[config.mk]
export PLATFORM = sky130hd
export DESIGN_NAME = uis_irq_status
export DESIGN_NICKNAME = d
export VERILOG_FILES = /design/src/verilog/uis_src_bit.v /design/src/verilog/uis_pulse_sync.v /design/src/verilog/uis_irq_status.v
export VERILOG_INCLUDE_DIRS = /design/src /design/src/verilog
export SDC_FILE = /design/constraint.sdc
export NUM_CORES = 1
export LEC_CHECK = 0
export BUFFER_PORTS_ARGS = -buffer_cell sky130_fd_sc_hd__buf_2
export CAP_MARGIN = 5
export CORE_MARGIN = 1
export CORE_UTILIZATION = 30
export CTS_CLUSTER_DIAMETER = 80
export CTS_CLUSTER_SIZE = 40
export DETAILED_ROUTE_END_ITERATION = 10
export GPL_TIMING_DRIVEN = 0
export SLEW_MARGIN = 20
export SYNTH_ARGS = -nofsm -noshare
export SYNTH_HDL_FRONTEND = slang
export SYNTH_SLANG_ARGS = --single-unit
[constraint.sdc]
create_clock -name clk_i -period 2.1 [get_ports clk_i]
set_input_delay 0.42 -clock clk_i [delete_from_list [all_inputs] [get_ports clk_i]]
set_output_delay 0.42 -clock clk_i [all_outputs]
set_load 0.02 [all_outputs]
[src/verilog/uis_map.vh]
// Register map, field positions and reset values of the interrupt status block
`ifndef UIS_MAP_VH
`define UIS_MAP_VH

`define UIS_ADDR_W         12
`define UIS_OFS_MASK       12'h038
`define UIS_OFS_RAW        12'h03C
`define UIS_OFS_MIS        12'h040
`define UIS_OFS_CLR        12'h044
`define UIS_OFS_ID4        12'hFD0

`define UIS_SRC_N          7
`define UIS_SRC_LSB        4
`define UIS_SRC_MSB        10
`define UIS_BIT_OVERRUN    10
`define UIS_BIT_BREAK      9
`define UIS_BIT_PARITY     8
`define UIS_BIT_FRAMING    7
`define UIS_BIT_RXTIMEOUT  6
`define UIS_BIT_TRANSMIT   5
`define UIS_BIT_RECEIVE    4

`define UIS_RST_STATUS     7'h00
`define UIS_RST_MASK       7'h00
`define UIS_RST_RDATA      32'h0000_0000
`define UIS_ID_WIDTH       8

`endif

[src/verilog/uis_src_bit.v]
// One sticky interrupt source bit with write-one-to-clear
`timescale 1ns/10ps
`default_nettype none
module uis_src_bit
(
  input  wire clk_i,
  input  wire rstn_i,
  input  wire set_i,
  input  wire clr_i,
  output reg  raw_o
);

  // Set wins over a clear in the same cycle
  always @(posedge clk_i or negedge rstn_i)
  begin
    if (!rstn_i)
      raw_o <= 1'b0;
    else if (set_i)
      raw_o <= 1'b1;
    else if (clr_i)
      raw_o <= 1'b0;
  end

endmodule
`default_nettype wire

[src/verilog/uis_pulse_sync.v]
// Two-flop synchroniser with rising-edge detect for one event input
`timescale 1ns/10ps
`default_nettype none
module uis_pulse_sync
(
  input  wire clk_i,
  input  wire rstn_i,
  input  wire async_i,
  output reg  pulse_o
);

  reg meta_reg;
  reg sync_reg;
  reg sync_dly_reg;

  // Delayed copy gives a single pulse per rising edge, not a level held while high
  always @(posedge clk_i or negedge rstn_i)
  begin
    if (!rstn_i)
    begin
      meta_reg     <= 1'b0;
      sync_reg     <= 1'b0;
      sync_dly_reg <= 1'b0;
      pulse_o      <= 1'b0;
    end
    else
    begin
      meta_reg     <= async_i;
      sync_reg     <= meta_reg;
      sync_dly_reg <= sync_reg;
      pulse_o      <= sync_reg & ~sync_dly_reg;
    end
  end

endmodule
`default_nettype wire

[src/verilog/uis_irq_status.v]
// Interrupt status, mask and clear registers with one combined interrupt
//
// Chosen here: the Avalon-MM slave port.
`timescale 1ns/10ps
`default_nettype none
`include "uis_map.vh"
module uis_irq_status
#(
  parameter [`UIS_ID_WIDTH-1:0] ID_LOW = 8'hA5  // Arbitrary identification value
)
(
  input  wire                   clk_i,
  input  wire                   rstn_i,
  input  wire [`UIS_ADDR_W-1:0] avs_address_i,
  input  wire                   avs_read_i,
  input  wire                   avs_write_i,
  input  wire [31:0]            avs_writedata_i,
  input  wire [3:0]             avs_byteenable_i,
  output reg  [31:0]            avs_readdata_o,
  output reg                    avs_waitrequest_o,
  input  wire [6:0]             src_event_i,
  output reg  [6:0]             raw_status_o,
  output reg                    irq_o
);

  //--------------------------------------------------------------
  // Bus handshake: one wait cycle, answer on the second edge
  //--------------------------------------------------------------
  reg         ack_reg;
  wire        req    = (avs_read_i | avs_write_i) & ~ack_reg;
  wire        wr_hit = avs_write_i & ~ack_reg;
  wire [6:0]  raw_w;
  reg  [6:0]  mask_reg;
  wire [6:0]  mis_w  = raw_w & mask_reg;
  wire [6:0]  ev_w;
  wire [6:0]  clr_w;
  reg  [31:0] rdata_next;

  always @(posedge clk_i or negedge rstn_i)
  begin
    if (!rstn_i)
      ack_reg <= 1'b0;
    else
      ack_reg <= req;
  end

  always @(posedge clk_i or negedge rstn_i)
  begin
    if (!rstn_i)
      avs_waitrequest_o <= 1'b1;
    else
      avs_waitrequest_o <= ~req;
  end

  //--------------------------------------------------------------
  // Clear strobes, bit-aligned with status
  //--------------------------------------------------------------
  wire clr_hit = wr_hit & (avs_address_i == `UIS_OFS_CLR);
  wire [7:0] clr_be = {{3{avs_byteenable_i[1]}}, {5{avs_byteenable_i[0]}}};
  assign clr_w = {7{clr_hit}} &
                 avs_writedata_i[`UIS_SRC_MSB:`UIS_SRC_LSB] & clr_be[7:1];

  //--------------------------------------------------------------
  // Source bits
  //--------------------------------------------------------------
  genvar g;
  generate
    for (g = 0; g < `UIS_SRC_N; g = g + 1)
    begin : gen_src
      uis_pulse_sync u_sync
      (
        .clk_i   (clk_i),
        .rstn_i  (rstn_i),
        .async_i (src_event_i[g]),
        .pulse_o (ev_w[g])
      );
      uis_src_bit u_bit
      (
        .clk_i  (clk_i),
        .rstn_i (rstn_i),
        .set_i  (ev_w[g]),
        .clr_i  (clr_w[g]),
        .raw_o  (raw_w[g])
      );
    end
  endgenerate

  //--------------------------------------------------------------
  // Mask register
  //--------------------------------------------------------------
  always @(posedge clk_i or negedge rstn_i)
  begin
    if (!rstn_i)
      mask_reg <= `UIS_RST_MASK;
    else if (wr_hit && (avs_address_i == `UIS_OFS_MASK))
    begin
      if (avs_byteenable_i[0])
        mask_reg[3:0] <= avs_writedata_i[7:4];
      if (avs_byteenable_i[1])
        mask_reg[6:4] <= avs_writedata_i[10:8];
    end
  end

  //--------------------------------------------------------------
  // Read decode; raw and masked views ignore writes
  //--------------------------------------------------------------
  always @*
  begin
    rdata_next = `UIS_RST_RDATA;
    if (avs_address_i == `UIS_OFS_MIS)
      rdata_next[`UIS_SRC_MSB:`UIS_SRC_LSB] = mis_w;
    else if (avs_address_i == `UIS_OFS_RAW)
      rdata_next[`UIS_SRC_MSB:`UIS_SRC_LSB] = raw_w;
    else if (avs_address_i == `UIS_OFS_MASK)
      rdata_next[`UIS_SRC_MSB:`UIS_SRC_LSB] = mask_reg;
    else if (avs_address_i == `UIS_OFS_ID4)
      rdata_next[`UIS_ID_WIDTH-1:0] = ID_LOW;
  end

  always @(posedge clk_i or negedge rstn_i)
  begin
    if (!rstn_i)
      avs_readdata_o <= `UIS_RST_RDATA;
    else if (avs_read_i && !ack_reg)
      avs_readdata_o <= rdata_next;
  end

  //--------------------------------------------------------------
  // Outputs
  //--------------------------------------------------------------
  always @(posedge clk_i or negedge rstn_i)
  begin
    if (!rstn_i)
    begin
      irq_o        <= 1'b0;
      raw_status_o <= `UIS_RST_STATUS;
    end
    else
    begin
      irq_o        <= |mis_w;
      raw_status_o <= raw_w;
    end
  end

endmodule
`default_nettype wire

==> results.cfg <==
[status]
status = finished clean

[worst_setup_path]
r2r-start = ack_reg
slowest_stage = or4_4
cp.required_ns = 2.32
r2r_slack_ns = 0.55
rr_endpoint = avs_readdata_o[7]
crit_chain = buf_2 > or4_4 > buf_6 > nor4_4 > nand3_1 > a21o_1
critPathKind = primary input to register
reg2reg_depth = 4
cp_max_fo = 7
end_kind = register
critPathArrivalTime_ns = 2.08
startpoint_type = primary input
critPathMaxStageDelay_ns = 0.52

[clock_network]
cts-buffers-inserted = 9
cts_setup_buffers = 0
hold_buffers = 0
clkSinkCount = 60
clock_path_buffers = 2
clkTransAtPathRegs_ns = 0.06
root_buffer = clkbuf_8
cts_tree = yes
clk_latency_ns = 0.33
cts_resized = 0
cts-htree-levels = 3

[timing]
setup_viol = 0
max_slew_margin_pct = 50.6
maxSlewViolCount = 0
finalCriticalPeriod_ns = 1.86
hold_violations = 0
worst_clock_skew_ns = 0.00826
tightestPinTransition_ns = 0.741
rsz0062_at_grt = false
fmax_mhz = 536
post-route-period-util_pct = 88.8

[routing]
drt-vias-per-instance = 4.15
wirelength_um = 4360
vias = 1511
drt_pass1_iterations = 4
drc_errors = 0
drt_iter0_drc = 52
ant_nets = 0
wl_per_cell_um = 12.0

[logic_synthesis]
yosysMostFrequentCell = dfrtp_1
synth_edf_count = 0
avgSynthCellArea_um2 = 13.7
synth_common_cells = dfrtp_1, buf_4, nand3_1
ys_seq_area_share_pct = 62.3
synth_cells = 176
synth_area_leaders = dfrtp_1, buf_4, mux2_1
synth_seq_cells = 60
ys.flop_type = dfrtp_1
yosys.area.top_type_share_pct = 61.2
ys_types = 36
yosys_warnings = 0
synthesis.area_um2 = 2410
async_flop_share_pct = 100
yosys.area.top_type = dfrtp_1

[flow_run]
cap_violations = 0

[grt]
antenna_found_initial = 0
grt-ovfl-total = 0
grt_max_degree = 61
grt_pass1_wl_um = 7160
first_global_vias = 1468
gr-usage-all-layers_pct = 11.4

[power_and_ir_drop]
p_per_area_nw_per_um2 = 746
peakVddDrop_uv = 441
p_leak_nw = 1.43

[place]
gp_congestion = 0.725
dp_cells = 349
dpl.hpwl_um = 3180
port_buffers = 49

[hold_path]
hold_path.class = primary input to async pin

[finish]
diodes = 0
final_cells = 364
nets = 317
largest_reg_flops = 8
fin_util_pct = 39.1
layout-area-overhead-vs-synth_pct = 26.0
drive_gt1_share_pct = 42.4
regMostFlops = avs_readdata_o

[floorplan]
die_x_um = 91.7
start_util_pct = 31.1
ioPinCount = 100
die_y_um = 91.7
rows = 32
core_um2 = 7770
die-area_um2 = 8410
## cells by family after synthesis
logic type | after synthesis | share of synthesized area (%)
DFF | 60 | 62.3
and+or+nand+nor | 48 | 15.3
buffers and inverters | 28 | 8.40
AOI/OAI and AO/OA | 26 | 7.83
muxes | 13 | 6.07
other | 1 | 0.155
## routing by layer
layer | track usage (%) | share of wire [%]
met5 | 0 | 0
met4 | 3.52 | 1.3
met3 | 5.80 | 6.6
met2 | 18.9 | 51
met1 | 12.9 | 41
## worst max-delay path: cells and delay by family
kind,cells,cell delay (ns)
and+or+nand+nor,3,1.18
AOI/OAI and AO/OA,1,0.20
buffers and inverters,2,0.27
## worst max path at each step
| stage | startpoint | to | slack, ns | depth (start not counted) |
|---|---|---|---|---|
| floorplan | avs_address_i[7] | mask_reg[0] | 0.22 | 5 |
| global placement | avs_address_i[7] | gen_src[4].u_bit.raw_o | -0.09 | 6 |
| detailed placement | avs_address_i[7] | gen_src[1].u_bit.raw_o | -0.09 | 6 |
| CTS | avs_address_i[7] | gen_src[1].u_bit.raw_o | 0.26 | 6 |
| global route | avs_address_i[7] | gen_src[5].u_bit.raw_o | 0.23 | 6 |
| finish | avs_address_i[7] | gen_src[1].u_bit.raw_o | 0.24 | 6 |
## area by class of cell
cell class	count	area, µm²
Timing Repair Buffer	49	248
Fill cell	784	4730
Multi-Input combinational cell	110	791
Sequential cell	60	1500
Inverter	1	3.75
Buffer	27	199
Clock buffer	13	159
Clock inverter	2	10.0
Tap cell	102	128
## power breakdown
part / total [mW] / internal, mW / switching, mW
registers: 1.20 / 1.19 / 0.0104
clock network: 0.881 / 0.482 / 0.399
logic: 0.187 / 0.0764 / 0.111
## per-stage QoR
stage	hold WS [ns]	power (mW)	setup WS, ns	cell area (µm²)	TNS [ns]
finish	0.165	2.27	0.235	3040	0
CTS	0.167	2.32	0.262	3040	0
floorplan	0.124	1.34	0.225	2500	0
detailed placement	0.335	1.41	-0.0885	2870	-0.491
global route	0.170	2.38	0.227	3040	0
global placement	0.332	1.41	-0.0922	2870	-0.571
## cell usage in the layout, fill, tap and decap left out, types with 2 or more instances in the layout
cell type | synthesis | layout
buf_2 | 0 | 48
a21oi_1 | 2 | 2
a22oi_1 | 2 | 2
mux2_1 | 7 | 7
nor3_4 | 2 | 2
o31ai_1 | 2 | 2
nand3_1 | 8 | 8
nand2_1 | 5 | 5
or3_1 | 2 | 2
clkinv_2 | 0 | 2
clkbuf_8 | 0 | 11
or3b_2 | 2 | 2
o21ai_1 | 5 | 5
or2_2 | 4 | 4
nor3b_1 | 3 | 3
dfrtp_1 | 59 | 59
conb_1 | 1 | 23
a32oi_1 | 7 | 7
nand3_2 | 2 | 2
mux2_2 | 6 | 6
buf_4 | 24 | 25
clkbuf_1 | 2 | 4
or4_4 | 2 | 2
a21o_1 | 7 | 7
nor4_4 | 2 | 2
nor2b_1 | 7 | 7
Power figures use the tool's default switching activity.
